$ cat src/rtl/rlcc_pkg.sv
// constants, register map and state types of the reset, low-power and clock controller
package rlcc_pkg;
	// bus clock and derived timing
	localparam int CLK_FREQ_HZ = 10_000_000;
	localparam int CLK_FREQ_MHZ = CLK_FREQ_HZ / 1_000_000;
	// least time without an external clock toggle before it is declared dead
	localparam int MON_TIMEOUT_NS = 2000;
	localparam int MON_TIMEOUT_CYC = (MON_TIMEOUT_NS * CLK_FREQ_MHZ + 999) / 1000;
	// least dead time with the system clock gated around a source change
	localparam int SWITCH_GAP_NS = 300;
	localparam int SWITCH_GAP_CYC = (SWITCH_GAP_NS * CLK_FREQ_MHZ + 999) / 1000;
	// internal rc oscillator start-up time after stop mode
	localparam int RC_START_NS = 2000;
	localparam int RC_START_CYC = (RC_START_NS * CLK_FREQ_MHZ + 999) / 1000;
	// source frequencies and domain ceilings, in mhz
	localparam int RC_OSC_MHZ = 8;
	localparam int EXT_MIN_MHZ = 4;
	localparam int EXT_MAX_MHZ = 32;
	localparam int AHB_MAX_MHZ = 72;
	localparam int APB2_MAX_MHZ = 72;
	localparam int APB1_MAX_MHZ = 36;
	// byte offsets of the registers
	localparam logic [4:0] REG_CTRL = 5'h00;
	localparam logic [4:0] REG_CFG = 5'h04;
	localparam logic [4:0] REG_MODE = 5'h08;
	localparam logic [4:0] REG_STATUS = 5'h0c;
	localparam logic [4:0] REG_IRQ_STAT = 5'h10;
	localparam logic [4:0] REG_IRQ_CLR = 5'h14;
	localparam logic [4:0] REG_IRQ_EN = 5'h18;
	// ctrl fields
	localparam int CTRL_EXT_SEL = 0;
	localparam int CTRL_PLL_EN = 1;
	localparam logic [1:0] CTRL_RESET = 2'h0;
	// cfg fields: divider codes, divide by 2**code
	localparam int CFG_AHB_LSB = 0;
	localparam int CFG_APB2_LSB = 2;
	localparam int CFG_APB1_LSB = 4;
	localparam logic [5:0] CFG_RESET = 6'h00;
	// mode command bits
	localparam int MODE_SLEEP = 0;
	localparam int MODE_STOP = 1;
	// interrupt bits
	localparam int IRQ_W = 4;
	localparam int IRQ_EXT_FAIL = 0;
	localparam int IRQ_PLL_LOST = 1;
	localparam int IRQ_PLL_READY = 2;
	localparam int IRQ_STOP_WAKE = 3;
	localparam logic [IRQ_W-1:0] IRQ_RESET = 4'h0;
	// power and clock source states
	typedef enum logic [1:0] {PWR_RUN, PWR_SLEEP, PWR_STOP, PWR_WAKE} rlcc_pwr_type;
	typedef enum logic [1:0] {CLK_RC, CLK_GAP_TO_EXT, CLK_EXT, CLK_GAP_TO_RC} rlcc_clk_type;
	// smallest divider code that keeps src/2**code under the ceiling
	function automatic logic [1:0] rlcc_min_code(input int src_mhz, input int max_mhz);
		logic [1:0] code;
		code = 2'h3;
		for (int i = 3; i >= 0; i--) begin
			if ((src_mhz >> i) <= max_mhz) begin
				code = 2'(i);
			end
		end
		return code;
	endfunction
endpackage

$ cat src/rtl/rlcc_prescaler.sv
// clock-enable prescaler dividing an input tick by 2**code
module rlcc_prescaler #(
	parameter int CODE_W = 2,
	parameter int CNT_W = 3
) (
	// clock and reset
	input wire logic clk,
	input wire logic resetn,
	// input tick and divider code
	input wire logic tick_in,
	input wire logic [CODE_W-1:0] div_code,
	// divided one-cycle tick
	output logic tick_out
);
	logic [CNT_W-1:0] cnt_q; // input ticks seen in this period
	logic [CNT_W-1:0] last; // count at which a period ends

	assign last = CNT_W'((1 << div_code) - 1);

	// count ticks; the output pulse is registered to keep it glitch free
	always_ff @(posedge clk or negedge resetn) begin
		if (!resetn) begin
			cnt_q <= '0;
			tick_out <= 1'b0;
		end else begin
			tick_out <= tick_in && (cnt_q >= last);
			if (tick_in) begin
				// a code lowered mid-period ends the period at once
				cnt_q <= (cnt_q >= last) ? '0 : cnt_q + 1'b1;
			end
		end
	end
endmodule

$ cat src/rtl/rlcc_top.sv
// reset, low-power mode and system clock controller with avalon register slave
// How it works
// - device held in reset while pin low
// - sleep stops cpu clock only, irq wakes
// - stop gates core clocks and all oscillators
// - any event line wakes from stop
// - any reset selects internal rc oscillator
// - external clock selectable, monitored while used
// - dead external clock falls back to rc
// - clock failure interrupt only when enabled
// - pll input path events raise interrupts
// - prescalers keep ahb, apb2, apb1 under ceilings
module rlcc_top
	import rlcc_pkg::*;
#(
	parameter int N_USART = 3,
	parameter int N_I2C = 2,
	parameter int N_COMP = 2,
	parameter int EXT_CLK_MHZ = rlcc_pkg::EXT_MAX_MHZ
) (
	// clock and asynchronous reset
	input wire logic clk,
	input wire logic resetn,
	// avalon-mm slave
	input wire logic [4:0] avs_address,
	input wire logic avs_read,
	input wire logic avs_write,
	input wire logic [31:0] avs_writedata,
	output logic [31:0] avs_readdata,
	output logic avs_waitrequest,
	// external reset pin and resulting device reset
	input wire logic ext_reset_pin_n,
	output logic device_reset_n,
	// wakeup sources, asynchronous
	input wire logic [15:0] ext_event_lines,
	input wire logic supply_voltage_detector,
	input wire logic [N_USART-1:0] usart_wake,
	input wire logic [N_I2C-1:0] i2c_wake,
	input wire logic cec_wake,
	input wire logic [N_COMP-1:0] analog_comparators,
	input wire logic rtc_alarm,
	// peripheral interrupt, same clock
	input wire logic periph_irq,
	// oscillator status, asynchronous
	input wire logic ext_clk_toggle,
	input wire logic pll_lock,
	// oscillator and pll enables
	output logic rc_osc_en,
	output logic xtal_osc_en,
	output logic pll_en,
	// system clock selection and gates
	output logic sys_clk_sel,
	output logic sys_clk_gate,
	output logic core_clk_run,
	output logic cpu_clk_en,
	output logic ahb_clk_en,
	output logic apb2_clk_en,
	output logic apb1_clk_en,
	// interrupt to cpu
	output logic irq
);
	import rlcc_pkg::*;

	localparam int N_WAKE = 16 + 1 + N_USART + N_I2C + 1 + N_COMP + 1;
	localparam int N_ASYNC = N_WAKE + 3; // wake lines, reset pin, ext toggle, pll lock

	// synchroniser chain of every pin input
	logic [N_ASYNC-1:0] async_in;
	logic [N_ASYNC-1:0] sync1_q;
	logic [N_ASYNC-1:0] sync2_q;
	logic [N_WAKE-1:0] wake_s;
	logic pin_s; // synchronised reset pin level
	logic toggle_s;
	logic lock_s;
	logic toggle_prev_q; // for edge detection of the ext toggle
	logic lock_prev_q;
	logic dev_rst; // device held in reset by the pin
	logic wake_any;

	// control state
	rlcc_pwr_type pwr_q;
	rlcc_clk_type clk_q;
	logic [7:0] pwr_cnt_q; // rc start-up wait
	logic [3:0] gap_cnt_q; // dead time around a source change
	logic [1:0] ctrl_q;
	logic [5:0] cfg_q;
	logic [IRQ_W-1:0] irq_stat_q;
	logic [IRQ_W-1:0] irq_en_q;
	logic [IRQ_W-1:0] irq_set;
	logic sel_q;
	// clock monitor
	logic [7:0] mon_cnt_q;
	logic edge_seen_q;
	logic ext_ok;
	logic mon_fail;
	// bus
	logic ack_q;
	logic wr_en;
	logic [31:0] rd_mux;
	logic [2:0] word_idx;
	// prescaler chain
	logic sys_tick;
	logic [1:0] ahb_code;
	logic [1:0] apb2_code;
	logic [1:0] apb1_code;

	assign async_in = {pll_lock, ext_clk_toggle, ext_reset_pin_n, rtc_alarm, analog_comparators,
		cec_wake, i2c_wake, usart_wake, supply_voltage_detector, ext_event_lines};

	// two-stage synchronisers for everything arriving from the pins
	always_ff @(posedge clk or negedge resetn) begin
		if (!resetn) begin
			sync1_q <= '0;
			sync2_q <= '0;
		end else begin
			sync1_q <= async_in;
			sync2_q <= sync1_q;
		end
	end

	assign wake_s = sync2_q[N_WAKE-1:0];
	assign pin_s = sync2_q[N_WAKE];
	assign toggle_s = sync2_q[N_WAKE+1];
	assign lock_s = sync2_q[N_WAKE+2];
	// pin low keeps the device in reset
	assign dev_rst = !pin_s;
	assign device_reset_n = pin_s;
	assign wake_any = |wake_s;

	// edge history of the synchronised oscillator signals
	always_ff @(posedge clk or negedge resetn) begin
		if (!resetn) begin
			toggle_prev_q <= 1'b0;
			lock_prev_q <= 1'b0;
		end else begin
			toggle_prev_q <= toggle_s;
			lock_prev_q <= lock_s;
		end
	end

	// external clock activity monitor, runs whenever the crystal is on
	always_ff @(posedge clk or negedge resetn) begin
		if (!resetn) begin
			mon_cnt_q <= '0;
			edge_seen_q <= 1'b0;
		end else if (dev_rst || !xtal_osc_en) begin
			// restart the watch when the oscillator is off
			mon_cnt_q <= '0;
			edge_seen_q <= 1'b0;
		end else if (toggle_s != toggle_prev_q) begin
			mon_cnt_q <= '0;
			edge_seen_q <= 1'b1;
		end else if (mon_cnt_q != 8'(MON_TIMEOUT_CYC)) begin
			mon_cnt_q <= mon_cnt_q + 8'h01;
		end
	end

	assign ext_ok = edge_seen_q && (mon_cnt_q != 8'(MON_TIMEOUT_CYC));
	// only a failure while the external clock is in use forces fallback
	assign mon_fail = (clk_q == CLK_EXT) && !ext_ok;

	// avalon handshake: one wait cycle, then the access completes
	assign avs_waitrequest = !ack_q;
	assign wr_en = avs_write && ack_q;
	assign word_idx = avs_address[4:2];

	always_ff @(posedge clk or negedge resetn) begin
		if (!resetn) begin
			ack_q <= 1'b0;
		end else begin
			ack_q <= (avs_read || avs_write) && !ack_q;
		end
	end

	// read mux; unmapped and write-only words read as zero
	always_comb begin
		rd_mux = 32'h0000_0000;
		case (avs_address)
			REG_CTRL: rd_mux[1:0] = ctrl_q;
			REG_CFG: rd_mux[5:0] = cfg_q;
			REG_MODE: rd_mux[1:0] = pwr_q;
			REG_STATUS: rd_mux[5:0] = {lock_s, ext_ok, sel_q, sys_clk_gate, pwr_q == PWR_WAKE,
				pin_s};
			REG_IRQ_STAT: rd_mux[IRQ_W-1:0] = irq_stat_q;
			REG_IRQ_EN: rd_mux[IRQ_W-1:0] = irq_en_q;
			default: rd_mux = 32'h0000_0000;
		endcase
	end

	// read data is captured during the wait cycle and stands at completion
	always_ff @(posedge clk or negedge resetn) begin
		if (!resetn) begin
			avs_readdata <= 32'h0000_0000;
		end else if (avs_read && !ack_q) begin
			avs_readdata <= rd_mux;
		end
	end

	// ctrl register; hardware clears the external select on failure or stop wake
	always_ff @(posedge clk or negedge resetn) begin
		if (!resetn) begin
			ctrl_q <= CTRL_RESET;
		end else if (dev_rst) begin
			// every reset returns to the rc source
			ctrl_q <= CTRL_RESET;
		end else begin
			if (wr_en && avs_address == REG_CTRL) begin
				ctrl_q <= avs_writedata[1:0];
			end
			// the fallback wins over a simultaneous software write
			if (mon_fail || (pwr_q == PWR_STOP && wake_any)) begin
				ctrl_q[CTRL_EXT_SEL] <= 1'b0;
			end
		end
	end

	// prescaler configuration and interrupt enables
	always_ff @(posedge clk or negedge resetn) begin
		if (!resetn) begin
			cfg_q <= CFG_RESET;
			irq_en_q <= IRQ_RESET;
		end else if (dev_rst) begin
			cfg_q <= CFG_RESET;
			irq_en_q <= IRQ_RESET;
		end else if (wr_en) begin
			if (avs_address == REG_CFG) begin
				cfg_q <= avs_writedata[5:0];
			end
			if (avs_address == REG_IRQ_EN) begin
				irq_en_q <= avs_writedata[IRQ_W-1:0];
			end
		end
	end

	// power mode machine
	always_ff @(posedge clk or negedge resetn) begin
		if (!resetn) begin
			pwr_q <= PWR_RUN;
			pwr_cnt_q <= '0;
		end else if (dev_rst) begin
			pwr_q <= PWR_RUN;
			pwr_cnt_q <= '0;
		end else begin
			case (pwr_q)
				PWR_RUN: begin
					// stop takes priority when both bits are written
					if (wr_en && avs_address == REG_MODE && avs_writedata[MODE_STOP]) begin
						pwr_q <= PWR_STOP;
					end else if (wr_en && avs_address == REG_MODE &&
						avs_writedata[MODE_SLEEP]) begin
						pwr_q <= PWR_SLEEP;
					end
				end
				PWR_SLEEP: begin
					// any peripheral interrupt or event line resumes the cpu
					if (periph_irq || wake_any) begin
						pwr_q <= PWR_RUN;
					end
				end
				PWR_STOP: begin
					// event line wakes; rc needs its start-up time first
					if (wake_any) begin
						pwr_q <= PWR_WAKE;
						pwr_cnt_q <= 8'(RC_START_CYC);
					end
				end
				PWR_WAKE: begin
					// hold clocks off until the restarted rc is stable
					if (pwr_cnt_q <= 8'h01) begin
						pwr_q <= PWR_RUN;
					end
					pwr_cnt_q <= pwr_cnt_q - 8'h01;
				end
				default: pwr_q <= PWR_RUN;
			endcase
		end
	end

	// clock source machine, every change passes a closed gate
	always_ff @(posedge clk or negedge resetn) begin
		if (!resetn) begin
			clk_q <= CLK_RC;
			sel_q <= 1'b0;
			gap_cnt_q <= '0;
		end else if (dev_rst || pwr_q == PWR_STOP || pwr_q == PWR_WAKE) begin
			// reset and stop leave the rc selected; gate is closed meanwhile
			clk_q <= CLK_RC;
			sel_q <= 1'b0;
			gap_cnt_q <= '0;
		end else begin
			case (clk_q)
				CLK_RC: begin
					// switch only onto a clock already seen running
					if (ctrl_q[CTRL_EXT_SEL] && ext_ok) begin
						clk_q <= CLK_GAP_TO_EXT;
						gap_cnt_q <= 4'(SWITCH_GAP_CYC);
					end
				end
				CLK_GAP_TO_EXT: begin
					// selector flips only at the end of the dead gap
					if (gap_cnt_q <= 4'h1) begin
						clk_q <= ext_ok ? CLK_EXT : CLK_RC;
						sel_q <= ext_ok;
					end
					gap_cnt_q <= gap_cnt_q - 4'h1;
				end
				CLK_EXT: begin
					// failure or deselect starts the return to rc
					if (mon_fail || !ctrl_q[CTRL_EXT_SEL]) begin
						clk_q <= CLK_GAP_TO_RC;
						gap_cnt_q <= 4'(SWITCH_GAP_CYC);
					end
				end
				CLK_GAP_TO_RC: begin
					// same gated gap on the way back
					if (gap_cnt_q <= 4'h1) begin
						clk_q <= CLK_RC;
						sel_q <= 1'b0;
					end
					gap_cnt_q <= gap_cnt_q - 4'h1;
				end
				default: clk_q <= CLK_RC;
			endcase
		end
	end

	// stop gates the core domain and every oscillator; registers keep state
	assign core_clk_run = !dev_rst && (pwr_q == PWR_RUN || pwr_q == PWR_SLEEP);
	assign rc_osc_en = pwr_q != PWR_STOP;
	assign xtal_osc_en = ctrl_q[CTRL_EXT_SEL] && core_clk_run;
	assign pll_en = ctrl_q[CTRL_PLL_EN] && core_clk_run;
	assign sys_clk_sel = sel_q;
	assign sys_clk_gate = core_clk_run && (clk_q == CLK_RC || clk_q == CLK_EXT);
	assign sys_tick = sys_clk_gate;

	// divider codes raised to the least that respects each ceiling
	always_comb begin
		ahb_code = cfg_q[CFG_AHB_LSB +: 2];
		if (ahb_code < rlcc_min_code(sel_q ? EXT_CLK_MHZ : RC_OSC_MHZ, AHB_MAX_MHZ)) begin
			ahb_code = rlcc_min_code(sel_q ? EXT_CLK_MHZ : RC_OSC_MHZ, AHB_MAX_MHZ);
		end
		apb2_code = cfg_q[CFG_APB2_LSB +: 2];
		if (apb2_code < rlcc_min_code((sel_q ? EXT_CLK_MHZ : RC_OSC_MHZ) >> ahb_code,
			APB2_MAX_MHZ)) begin
			apb2_code = rlcc_min_code((sel_q ? EXT_CLK_MHZ : RC_OSC_MHZ) >> ahb_code,
				APB2_MAX_MHZ);
		end
		apb1_code = cfg_q[CFG_APB1_LSB +: 2];
		if (apb1_code < rlcc_min_code((sel_q ? EXT_CLK_MHZ : RC_OSC_MHZ) >> ahb_code,
			APB1_MAX_MHZ)) begin
			apb1_code = rlcc_min_code((sel_q ? EXT_CLK_MHZ : RC_OSC_MHZ) >> ahb_code,
				APB1_MAX_MHZ);
		end
	end

	// ahb tick from the gated system tick, apb ticks from ahb
	rlcc_prescaler u_ahb (
		.clk(clk),
		.resetn(resetn),
		.tick_in(sys_tick),
		.div_code(ahb_code),
		.tick_out(ahb_clk_en)
	);

	rlcc_prescaler u_apb2 (
		.clk(clk),
		.resetn(resetn),
		.tick_in(ahb_clk_en),
		.div_code(apb2_code),
		.tick_out(apb2_clk_en)
	);

	rlcc_prescaler u_apb1 (
		.clk(clk),
		.resetn(resetn),
		.tick_in(ahb_clk_en),
		.div_code(apb1_code),
		.tick_out(apb1_clk_en)
	);

	// cpu loses its clock in sleep while peripherals keep theirs
	assign cpu_clk_en = ahb_clk_en && pwr_q == PWR_RUN && core_clk_run;

	// interrupt events: clock failure, pll input loss and lock, stop wakeup
	always_comb begin
		irq_set = '0;
		// failure is always recorded; the enable decides the line
		irq_set[IRQ_EXT_FAIL] = mon_fail;
		irq_set[IRQ_PLL_LOST] = pll_en && lock_prev_q && !lock_s;
		irq_set[IRQ_PLL_READY] = pll_en && !lock_prev_q && lock_s;
		irq_set[IRQ_STOP_WAKE] = pwr_q == PWR_STOP && wake_any;
	end

	// sticky status; a new event beats a clear in the same cycle
	always_ff @(posedge clk or negedge resetn) begin
		if (!resetn) begin
			irq_stat_q <= IRQ_RESET;
		end else if (dev_rst) begin
			irq_stat_q <= IRQ_RESET;
		end else if (wr_en && avs_address == REG_IRQ_CLR) begin
			irq_stat_q <= (irq_stat_q & ~avs_writedata[IRQ_W-1:0]) | irq_set;
		end else begin
			irq_stat_q <= irq_stat_q | irq_set;
		end
	end

	// level interrupt only from enabled bits
	assign irq = |(irq_stat_q & irq_en_q);

	// reset pin low returns rc and run state
	a_reset_state: assert property (@(posedge clk) disable iff (!resetn)
		dev_rst |-> !core_clk_run ##1 (clk_q == CLK_RC && !sel_q && pwr_q == PWR_RUN))
		else $error("reset pin low did not restore rc and run state");

	// failure leaves the external source within a few cycles
	a_fail_fallback: assert property (@(posedge clk) disable iff (!resetn)
		(mon_fail && !dev_rst && pwr_q == PWR_RUN) |=> clk_q == CLK_GAP_TO_RC ##3 !sel_q)
		else $error("external clock failure did not fall back to rc");

	// enabled failure raises the line next cycle
	a_fail_irq_on: assert property (@(posedge clk) disable iff (!resetn)
		(mon_fail && irq_en_q[IRQ_EXT_FAIL] && !dev_rst && !wr_en) |=> irq)
		else $error("enabled clock failure raised no interrupt");

	a_fail_irq_off: assert property (@(posedge clk) disable iff (!resetn)
		(irq_en_q == '0) |-> !irq)
		else $error("interrupt raised with all enables clear");

	// sleep keeps peripherals ticking but the cpu halted
	a_sleep_cpu: assert property (@(posedge clk) disable iff (!resetn)
		(pwr_q == PWR_SLEEP && !dev_rst) |-> (!cpu_clk_en && core_clk_run))
		else $error("sleep mode did not halt only the cpu");

	// stop gates everything of the core domain
	a_stop_gates: assert property (@(posedge clk) disable iff (!resetn)
		(pwr_q == PWR_STOP) |-> (!rc_osc_en && !xtal_osc_en && !pll_en && !sys_clk_gate))
		else $error("stop mode left a clock or oscillator running");

	// an event line leaves stop at the next edge
	a_stop_wake: assert property (@(posedge clk) disable iff (!resetn)
		(pwr_q == PWR_STOP && wake_any && !dev_rst) |=> pwr_q == PWR_WAKE)
		else $error("event line did not wake from stop");

	// wakeup resumes on rc with external select dropped
	a_wake_rc: assert property (@(posedge clk) disable iff (!resetn)
		(pwr_q == PWR_WAKE) |-> (rc_osc_en && !sel_q && !ctrl_q[CTRL_EXT_SEL]))
		else $error("stop wakeup did not restart on the rc oscillator");

	// selector changes only behind a closed gate
	a_switch_gap: assert property (@(posedge clk) disable iff (!resetn)
		$changed(sel_q) |-> !$past(sys_clk_gate))
		else $error("clock source changed while the gate was open");
endmodule

$ cat config.mk
export PLATFORM = sky130hd
export DESIGN_NAME = rlcc_top
export DESIGN_NICKNAME = d
export VERILOG_FILES = /design/src/rtl/rlcc_pkg.sv /design/src/rtl/rlcc_prescaler.sv /design/src/rtl/rlcc_top.sv
export SDC_FILE = /design/constraint.sdc
export NUM_CORES = 1
export LEC_CHECK = 0
export BUFFER_PORTS_ARGS = -buffer_cell sky130_fd_sc_hd__buf_2
export CAP_MARGIN = 30
export CORE_UTILIZATION = 35
export DETAILED_ROUTE_END_ITERATION = 6
export REMOVE_ABC_BUFFERS = 1
export SYNTH_ARGS = -nofsm -noshare
export SYNTH_HDL_FRONTEND = slang
export SYNTH_HIERARCHICAL = 1
export SYNTH_SLANG_ARGS = --single-unit
$ cat constraint.sdc
create_clock -name clk -period 1.6 [get_ports clk]
set_clock_uncertainty 0.05 [all_clocks]
set_input_delay 0.16 -clock clk [delete_from_list [all_inputs] [get_ports clk]]
set_output_delay 0.16 -clock clk [all_outputs]
set_load 0.005 [all_outputs]
==> metrics.md, run 1 <==
| Metric | Value |
|---|---|
| Hold EP | cfg_q[2] |
| RSZ-0062 raised after global routing | true |
| Final worst path period share | 103% |
| Rows | 44 |
| Ant. Diodes | 0 |
| Post-Route WL | 11.7 mm |
| Final TNS setup | -0.0468 ns |
| Worst VDD drop | 0.00120 V |
| CTS Root Cell | clkbuf_16 |
| CTS buffer count | 17 |
| Port Buffer Count | 63 |
| # fillers | around 1300 |
| Global-route wire length before repair | ~20 mm |
| Area post-placement | 6070 µm² |
| Nets | 729 |
| Synthesis Warnings | 6 |
| Final Hold Vio Count | 0 |
| FMAX | slightly above 0.6 GHz |
| Hold Path Depth | 3 |
| HP Class | in2reg |
| CTS sink cnt | 121 |
| CTS clk-pin slew, worst paths | 0.06 ns |
| Total track usage | 15.9% |
| Vias in the first global route | 4126 |
| Final ANT Viol Nets | 0 |
| 1st-iter DRT viols | 299 |
| DR vias/cell | 4.80 |
| Gpl congestion | 0.894 |
| Min Hold Slack | 0.0120 ns |
| DRC | 22 |
| Post-Syn Area | between 5000 and 6000 µm² |
| Area of the multi-input gates | 2340 µm² |
| Die area | 15700 µm² |
| Crit. End Element | flip-flop |
| Final setup viols | 1 |
| Area Overhead vs Synth | 41.6% |
| DIE WIDTH | 125 µm |
| Fin. max-slew vios | 0 |
| PnR worst setup slack | -0.0468 ns |
| Initial antenna violation count | 0 |
| Final min period | 1.65 ns |
| Crit Path Category | reg2reg |
| Synth unique cells | 61 |
| CTS tree | built |
| Final core utilization | 51.2% |
| Pwr Density | 989 nW/µm² |
| Detailed Routing Iterations Pass 1 | 7 |
| Core area | 14700 µm² |
| H-tree Lvls | 4 |
| Worst Path Required | 1.84 ns |
| Critical-path maximum fanout | 2 |
| R2r startpoint | mon_cnt_q[7] |
| R2R setup slack | -0.05 ns |
| Worst hold path startpoint | avs_writedata[2] |
| CP Launch Type | flip-flop |
| # IOs | 116 |
| Status | finished, violations left |
| FF+latch count, synth | approximately 120 |
| Register Area | 3030 µm² |
| Cell count of the worst reg-to-reg path | 5 |
| Clock tree buffer depth | 2 |
| Leakage | 3.51 nW |
| Syn Area/Cell | ~11 µm² |
| EDFF count, synth | 0 |
| Asr flop ratio synth | between 90% and 100% |
| Hpwl dp | 7.73 mm |
| Global route overflow | 0 |
| Fin area | 7520 µm² |
| Max Cap Viol | 0 |
| Most used DFF post-synth | dfrtp_1 |
| Wire per inst | 14.0 µm |
| Seq/Total Area, Yosys | 57.0% |
| Post-Place Cells | 750 |
| Clk_lat worst skew | approximately 0.41 ns |
| FF-to-FF End | ctrl_q[0] |
| Final std cells w/o fill | 837 |
| Violated checks | design-rule violations, negative setup slack |
| Final Power | 7.44 mW |
| Initial core utilization | 36.2% |
| Place WS | -0.0725 ns |
| Synth Instances | 476 |
| CP Data Arrival Time | 1.89 ns |
| Largest net degree at the start of global routing | 40 |
| Share of post-route cells with drive strength above 1 | 33.8% |
| Vert. Die Dim | 125 µm |
| Vias | 4018 |
Yosys cell counts (3+ instances only):
library cell / number / share of area (%)
o21ai_1: 3 / 0.28
ha_1: 18 / 4.2
a21o_1: 4 / 0.57
nand3b_1: 7 / 0.99
o31a_1: 3 / 0.49
and2_1: 6 / 0.71
buf_2: 4 / 0.38
nor2b_1: 4 / 0.47
and4_1: 3 / 0.49
a31oi_2: 3 / 0.71
clkbuf_1: 11 / 0.78
a31oi_1: 6 / 0.71
o21ai_0: 15 / 1.4
a21oi_1: 23 / 2.2
mux2i_1: 16 / 3.0
xnor2_1: 6 / 0.99
buf_4: 26 / 3.7
o21a_1: 5 / 0.71
dfrtp_1: 121 / 57
a22oi_1: 5 / 0.71
xor2_1: 3 / 0.49
or2_2: 3 / 0.35
or3_1: 5 / 0.59
nor3_1: 8 / 0.75
nand2b_1: 4 / 0.47
nand2_1: 22 / 1.6
inv_1: 31 / 2.2
nor2_1: 41 / 2.9
nand3_1: 19 / 1.8
nand4_1: 4 / 0.47
nor4_1: 6 / 0.71
and3_1: 6 / 0.71
cells in the final DEF, fill, tap and decap left out, types with 7 or more instances in the layout:
cell type	instances
a21oi_1	20
buf_2	60
buf_4	56
clkbuf_16	17
conb_1	26
dfrtp_1	118
dlygate4sd3_1	36
ha_1	10
ha_4	7
inv_1	28
mux2i_1	16
nand2_1	18
nand3_1	19
nand3b_1	7
nor2_1	39
nor3_1	7
o21ai_0	12
how the worst max path moves through the flow:
stage / from / end / slack [ns] / depth (start not counted)
final: mon_cnt_q[7] / ctrl_q[0] / -0.05 / 5
after global routing: mon_cnt_q[7] / ctrl_q[0] / -0.10 / 5
after CTS: pwr_q[1] / cpu_clk_en / -0.06 / 4
after detailed placement: cfg_q[1] / u_ahb/cnt_q[1] / -0.07 / 6
after global placement: pwr_cnt_q[5] / pwr_q[0] / -0.05 / 4
after floorplan: pwr_cnt_q[5] / pwr_cnt_q[7] / -0.06 / 4
power breakdown:
part	switching [mW]	internal [mW]
Sequential	0.0518	3.17
Combinational	0.234	0.226
Clock	1.51	2.25
kinds of logic after synthesis:
group,after synthesis,share of synthesized area [%]
simple gates,150,15.5
flops,121,57.0
compound gates,88,11.5
buf+inv,72,7.02
fa+ha+maj,18,4.24
mux,17,3.23
xor+xnor,9,1.48
other cells,1,0.0706
critical path: stages, from the launching register on:
cell and delay (ns):
dfrtp_1 0.42, nor4b_4 0.31, buf_4 0.17, a21oi_4 0.05, or3_4 0.34, and4b_1 0.19
metal layers:
metal | vias to the layer above | track usage, % | share of wire, %
met1 | 1931 | 20.2 | 44
met2 | 125 | 26.5 | 50
li1 | 1950 | - | -
met4 | 0 | 6.31 | 1.2
met3 | 12 | 3.72 | 5.1
met5 | - | 0 | 0
layout make-up:
class | instances | share of cell area, %
flip-flops and latches | 121 | 40.3
multi-input cells | 308 | 31.1
repair buffers | 161 | 16.1
clock buffers | 18 | 5.84
well taps | 184 | 3.06
clock inverters | 14 | 2.05
inverters | 31 | 1.58
flip-flops by register name, indices dropped and copies added, names as in the netlist, 2 cells and up:
| signal | count |
|---|---|
| mon_cnt_q | 8 |
| sync1_q | 29 |
| pwr_q | 2 |
| avs_readdata | 6 |
| irq_en_q | 4 |
| u_apb1/cnt_q | 3 |
| u_apb2/cnt_q | 3 |
| irq_stat_q | 4 |
| pwr_cnt_q | 8 |
| u_ahb/cnt_q | 3 |
| ctrl_q | 2 |
| cfg_q | 6 |
| sync2_q | 29 |
| gap_cnt_q | 4 |
| clk_q | 2 |
what timing repair did:
action	4_1_cts	5_1_grt
gates resized for setup	32	41
setup buffers	5	16
setup endpoints to repair	28	35
pin swaps	9	17
hold buffers	36	0
endpoints found under the hold margin	86	0
Note: power is estimated with default switching activity, not from simulation.
==> run 2, diff against run 1 <==
Settings changed: GPL_TIMING_DRIVEN from default to 0, MAX_ROUTING_LAYER from default to met4.
==> run 2 against run 1 <==
- the run still ends with design-rule violations, negative setup slack left
- clock power hardly changed
- worst setup slack better by 0.019 ns
- final area hardly changed
- sequential power hardly changed
- die area stayed put
- sequential share of layout area is 0.13 points higher
- first-iteration DRC count is 20% lower
- non-clock buffer count is 15 lower
- critical path depth stayed put
- register-to-register slack better by 0.02 ns
- utilization hardly changed
- largest cell class unchanged
- critical endpoint unchanged
- global-route usage is 0.10 points lower
==> metrics.md, run 2 (same netlist as run 1, synthesis figures left out) <==
| Metric | Value |
|---|---|
| Share of post-route cells with drive strength above 1 | a little over a third |
| Global route overflow | 0 |
| H-tree Lvls | 4 |
| Worst VDD drop | 0.000818 V |
| Largest registers | sync1_q (29), sync2_q (29) |
| Detailed Routing Iterations Pass 1 | 7 |
| Initial core utilization | 36.2% |
| 1st-iter DRT viols | roughly 240 |
| Clk_lat worst skew | 0.41 ns |
| Wire per inst | 14.2 µm |
| Switching Share | between 20% and 30% |
| Total track usage | 15.8% |
| Vias in the first global route | 3975 |
| Worst hold path startpoint | avs_writedata[0] |
| Port Buffer Count | 63 |
| Hold Path Depth | 3 |
| Area Overhead vs Synth | 41.5% |
| Vert. Die Dim | 125 µm |
| Final setup viols | 5 |
| HP Class | in2reg |
| CTS buffer count | 17 |
| R2r startpoint | mon_cnt_q[6] |
| Final Hold Vio Count | 0 |
| CTS sink cnt | 121 |
| Crit Path Category | reg2reg |
| Fin. max-slew vios | 0 |
| CTS tree | built |
| Clk pwr share | 50.4% |
| DRC | 22 |
| Cell count of the worst reg-to-reg path | 5 |
| Ant. Diodes | 0 |
| Global-route wire length before repair | 18.9 mm |
| Final min period | 1.63 ns |
| Clock tree buffer depth | 2 |
| Min Hold Slack | 0.0499 ns |
| Hpwl dp | 6.98 mm |
| DR WL met3 | between 600 and 700 µm |
| DIE WIDTH | approximately 130 µm |
| CP Launch Type | flip-flop |
| PnR worst setup slack | -0.0281 ns |
| Max transition margin | 51.9% |
| Met2 WL | 5.68 mm |
| Net switching power | 1.79 mW |
| Critical-path maximum fanout | 2 |
| Most common cell after layout, fill and taps aside | dfrtp_1 |
| RSZ-0062 raised after global routing | true |
| Hold EP | irq_en_q[0] |
| Crit. End Element | flip-flop |
| Initial antenna violation count | 0 |
| Final core utilization | 51.1% |
| CTS Root Cell | clkbuf_16 |
| Final worst path period share | 102% |
| Post-Place Cells | 708 |
| FMAX | 0.614 GHz |
| Post-Route WL | 11.7 mm |
| Internal power | 5.64 mW |
| Status | finished, violations left |
| Max Cap Viol | 0 |
| Nets | 715 |
| DR vias/cell | 4.88 |
| Worst-margin pin slew | 0.719 ns |
| Largest net degree at the start of global routing | 71 |
| Worst Path Required | 1.84 ns |
| CP Data Arrival Time | around 1.9 ns |
| R2R setup slack | -0.03 ns |
| Combinational Power Share | 6.0% |
| # IOs | ~120 |
| Violated checks | design-rule violations, negative setup slack |
| Leakage | 3.45 nW |
| Gpl congestion | 0.866 |
| Vias | 4020 |
| Core area | 14700 µm² |
| FF-to-FF End | ctrl_q[0] |
| Final ANT Viol Nets | 0 |
| Final std cells w/o fill | 823 |
| Pwr Density | 987 nW/µm² |
| Reg power frac | 43.5% |
| CTS clk-pin slew, worst paths | approximately 0.060 ns |
| Die area | 15700 µm² |
| Top Metal Used | met4 |
| Metal1 wirelength | a little over 5 mm |
| Rows | 44 |
| Commonest non-fill, non-tap cells in the layout | 112 x dfrtp_1, 60 x buf_2, 41 x nor2_1 |
[run 2: cell count changes in the layout (fill, tap and decap cells not counted), sizes merged]
cell         change
dlygate4sd3      +1
clkinvlp         +2
clkbuf           +1
buf             -17
clkinv           -1
[run 2: critical path: stages (launching register included)]
cell	delay, ns
dfrtp_2	0.43
nor4b_4	0.29
buf_4	0.18
a21oi_4	0.05
or3_4	0.33
and4b_1	0.18
[run 2: routing by layer]
layer,vias up,track usage [%]
met5,-,-
met4,0,5.74
met3,11,5.13
met2,153,24.6
met1,1938,19.3
li1,1918,-
[run 2: worst max path at each step]
stage / from / to / slack (ns) / depth (start not counted)
after floorplan: pwr_cnt_q[5] / pwr_cnt_q[7] / -0.06 / 4
after global placement: resetn / u_ahb/cnt_q[2] / -1.08 / 1
after detailed placement: sync2_q[26] / u_ahb/cnt_q[2] / -0.35 / 4
after CTS: mon_cnt_q[0] / ctrl_q[0] / -0.08 / 6
after global routing: mon_cnt_q[6] / ctrl_q[0] / -0.08 / 5
final: mon_cnt_q[6] / ctrl_q[0] / -0.03 / 5
[run 2: final cells by class]
class / instances / area [µm²]
clock buffer: 18 / 439
clock inverter: 14 / 151
fill: 1248 / 7180
inverter: 31 / 123
multi-input combinational: 308 / 2400
sequential: 121 / 3040
tap: 184 / 230
timing repair buffer: 146 / 1130
timing repair inverter: 1 / 5.00
[run 2: power groups by stage]
stage / sequential (mW) / combinational (mW) / clock, mW
final: 3.23 / 0.446 / 3.75
after global routing: 3.24 / 0.497 / 4.00
after CTS: 3.23 / 0.407 / 3.84
after detailed placement: 3.28 / 0.316 / 0
after global placement: 3.28 / 0.301 / 0
after floorplan: 3.27 / 0.105 / 0
[run 2: what timing repair did]
| action | 4_1_cts | 5_1_grt |
|---|---|---|
| pin swaps | 17 | 17 |
| gates cloned | 0 | 2 |
| endpoints found under the hold margin | 87 | 0 |
| endpoints found under the setup margin | 51 | 47 |
| gates resized for setup | 39 | 59 |
| hold buffers | 37 | 0 |
| buffers inserted | 22 | 22 |
[run 2: metrics by stage]
stage | instance area (µm²) | power (mW) | TNS [ns] | worst slack, ns
2_1_floorplan | 5150 | 3.38 | -0.138 | -0.0591
3_3_place_gp | 5700 | 3.58 | -136.45 | -1.08
3_5_place_dp | 5730 | 3.60 | -7.23 | -0.346
4_1_cts | 7030 | 7.47 | -0.268 | -0.0828
5_1_grt | 7520 | 7.74 | -0.632 | -0.0802
6_report | 7520 | 7.42 | -0.0759 | -0.0281
==> run 3, diff against run 2 <==
Settings changed: CELL_PAD_IN_SITES_DETAIL_PLACEMENT from default to 1, CELL_PAD_IN_SITES_GLOBAL_PLACEMENT from default to 2, CORE_UTILIZATION 35 to 31, PLACE_DENSITY_LB_ADDON from default to 0.1.
==> run 3 against run 2 <==
- hold slack worse by 0.0072 ns
- flip-flop and latch count did not move
- worst setup slack worse by 0.017 ns
- largest power group unchanged
- the run ends with negative setup slack left
==> metrics.md, run 3 (same netlist as run 1, synthesis figures left out) <==
| Metric | Value |
|---|---|
| Largest net degree at the start of global routing | 93 |
| # IOs | between 100 and 150 |
| Slowest library cell on the worst path | or4_4 |
| Initial core utilization | a little under a third |
| Most common cell after layout, fill and taps aside | dfrtp_1 |
| H-tree Lvls | 4 |
| Area Overhead vs Synth | 43.7% |
| Fin. max-slew vios | 0 |
| Final min period | 1.64 ns |
| Crit Path Category | reg2reg |
| Port Buffer Count | 63 |
| DR vias/cell | between 4 and 5 |
| Area post-placement | 5780 µm² |
| HP Class | in2reg |
| Worst-margin pin slew | between 0.5 and 0.6 ns |
| Status | finished, violations left |
| FMAX | 0.608 GHz |
| Global-route wire length before repair | around 22 mm |
| Critical-path maximum fanout | 3 |
| Violated checks | negative setup slack |
| CTS Root Cell | clkbuf_16 |
| Fin area | about 7600 µm² |
| Worst VDD drop | 0.000699 V |
| Cell count of the worst reg-to-reg path | 4 |
| Wire per inst | 15.6 µm |
| Nets | 723 |
| Hpwl dp | 8.48 mm |
| Share of post-route cells with drive strength above 1 | between 30% and 40% |
| Clock tree buffer depth | 2 |
| Largest stage delay, worst path | about 0.57 ns |
| CTS clk-pin slew, worst paths | 0.06 ns |
| Final setup viols | 6 |
| CP Data Arrival Time | 1.89 ns |
| Pwr Density | ~1000 nW/µm² |
| DRC | 0 |
| Initial antenna violation count | 1 |
| R2r startpoint | pwr_cnt_q[3] |
| Largest registers | sync1_q (29), sync2_q (29) |
| WP buf/inv | 0 |
| PnR worst setup slack | -0.0449 ns |
| Rows | 47 |
| Vert. Die Dim | 133 µm |
| Die area | 17700 µm² |
| RSZ-0062 raised after global routing | true |
| Max transition margin | slightly above 60% |
| Crit. End Element | flip-flop |
| Final worst path period share | 103% |
| Core area | 16600 µm² |
| Final core utilization | 45.9% |
| Crit path cell chain | or4_4 > o211a_1 > a211oi_2 > a21oi_1 |
| Final Hold Vio Count | 0 |
| Clk_lat worst skew | 0.41 ns |
| DIE WIDTH | approximately 130 µm |
| CTS tree | built |
| Post-Route WL | 13.5 mm |
| Leakage | between 3 and 4 nW |
| Vias | 4047 |
| Crit path max-delay family | simple AND/OR/NAND/NOR gates |
| Worst Path Required | between 1.5 and 2 ns |
| Total track usage | between 10% and 20% |
| Worst hold path startpoint | avs_writedata[3] |
| FF-to-FF End | pwr_cnt_q[7] |
| Global route overflow | 0 |
| Vias in the first global route | 4269 |
| R2R setup slack | -0.04 ns |
| CTS sink cnt | 121 |
| Detailed Routing Iterations Pass 1 | 6 |
| Commonest non-fill, non-tap cells in the layout | 111 x dfrtp_1, 59 x buf_2, 44 x buf_4 |
| Hold EP | cfg_q[3] |
| Hold Path Depth | 3 |
| CP Launch Type | flip-flop |
| CTS buffer count | 17 |
| 1st-iter DRT viols | 109 |
| Max Cap Viol | 0 |
| Final ANT Viol Nets | 0 |
| Gpl congestion | 0.777 |
-- run 3: report_power, final --
group	internal, mW	total (mW)	switching [mW]
registers	3.17	3.23	0.0575
logic	0.222	0.468	0.246
clock network	2.19	3.74	1.55
total	5.59	7.44	1.86
-- run 3: layout make-up --
class	count	area (µm²)
timing repair inverter	1	7.51
inverter	31	125
clock inverter	15	150
sequential	121	3040
multi-input combinational	308	2400
clock buffer	17	425
fill	1785	9000
timing repair buffer	154	1210
antenna	1	2.50
tap	220	275
-- run 3: worst min-delay path, delay by kind of cell --
| kind | cells | cell delay (ns) |
|---|---|---|
| buffers and inverters | 1 | 0.13 |
| AND/OR/NAND/NOR | 1 | 0.09 |
| multiplexers | 1 | 0.08 |
-- run 3: worst max path at each step --
stage,slack (ns),start,endpoint,cells after the start
after floorplan,-0.06,pwr_cnt_q[5],pwr_cnt_q[7],4
after global placement,-1.29,resetn,sync1_q[19],1
after detailed placement,-0.42,sync2_q[26],u_ahb/cnt_q[2],4
after CTS,-0.05,pwr_cnt_q[3],pwr_q[0],4
after global routing,-0.12,pwr_cnt_q[3],pwr_q[0],4
final,-0.04,pwr_cnt_q[3],pwr_cnt_q[7],4
-- run 3: metrics by stage --
step | std cells | setup TNS (ns) | total power, mW | hold WS, ns | setup slack (ns)
floorplan | 460 | -0.138 | 3.38 | -0.186 | -0.0591
global placement | 743 | -165.13 | 3.59 | 0.218 | -1.29
detailed placement | 744 | -11.76 | 3.62 | 0.0293 | -0.421
CTS | 848 | -0.309 | 7.53 | 0.0203 | -0.0472
global route | 868 | -0.968 | 7.76 | 0.0632 | -0.115
finish | 868 | -0.148 | 7.44 | 0.0427 | -0.0449
-- run 3: metal layers --
layer  part of all wire [%]  wire [µm]  vias up  GRT usage (%)
met5                      0          0        -              -
met1                     46       6210     2009           20.3
met3                    3.4        463       12           4.37
li1                       -          -     1939              -
met2                     50       6730       87           27.1
met4                   0.89        121        0           5.75
-- run 3: repair_timing --
item / 4_1_cts / 5_1_grt
pin swaps: 19 / 21
buffers inserted: 36 / 19
hold endpoints to repair: 64 / 0
gates resized for setup: 56 / 55
setup endpoints to repair: 63 / 49
cloned: 1 / 0
hold buffers: 36 / 0
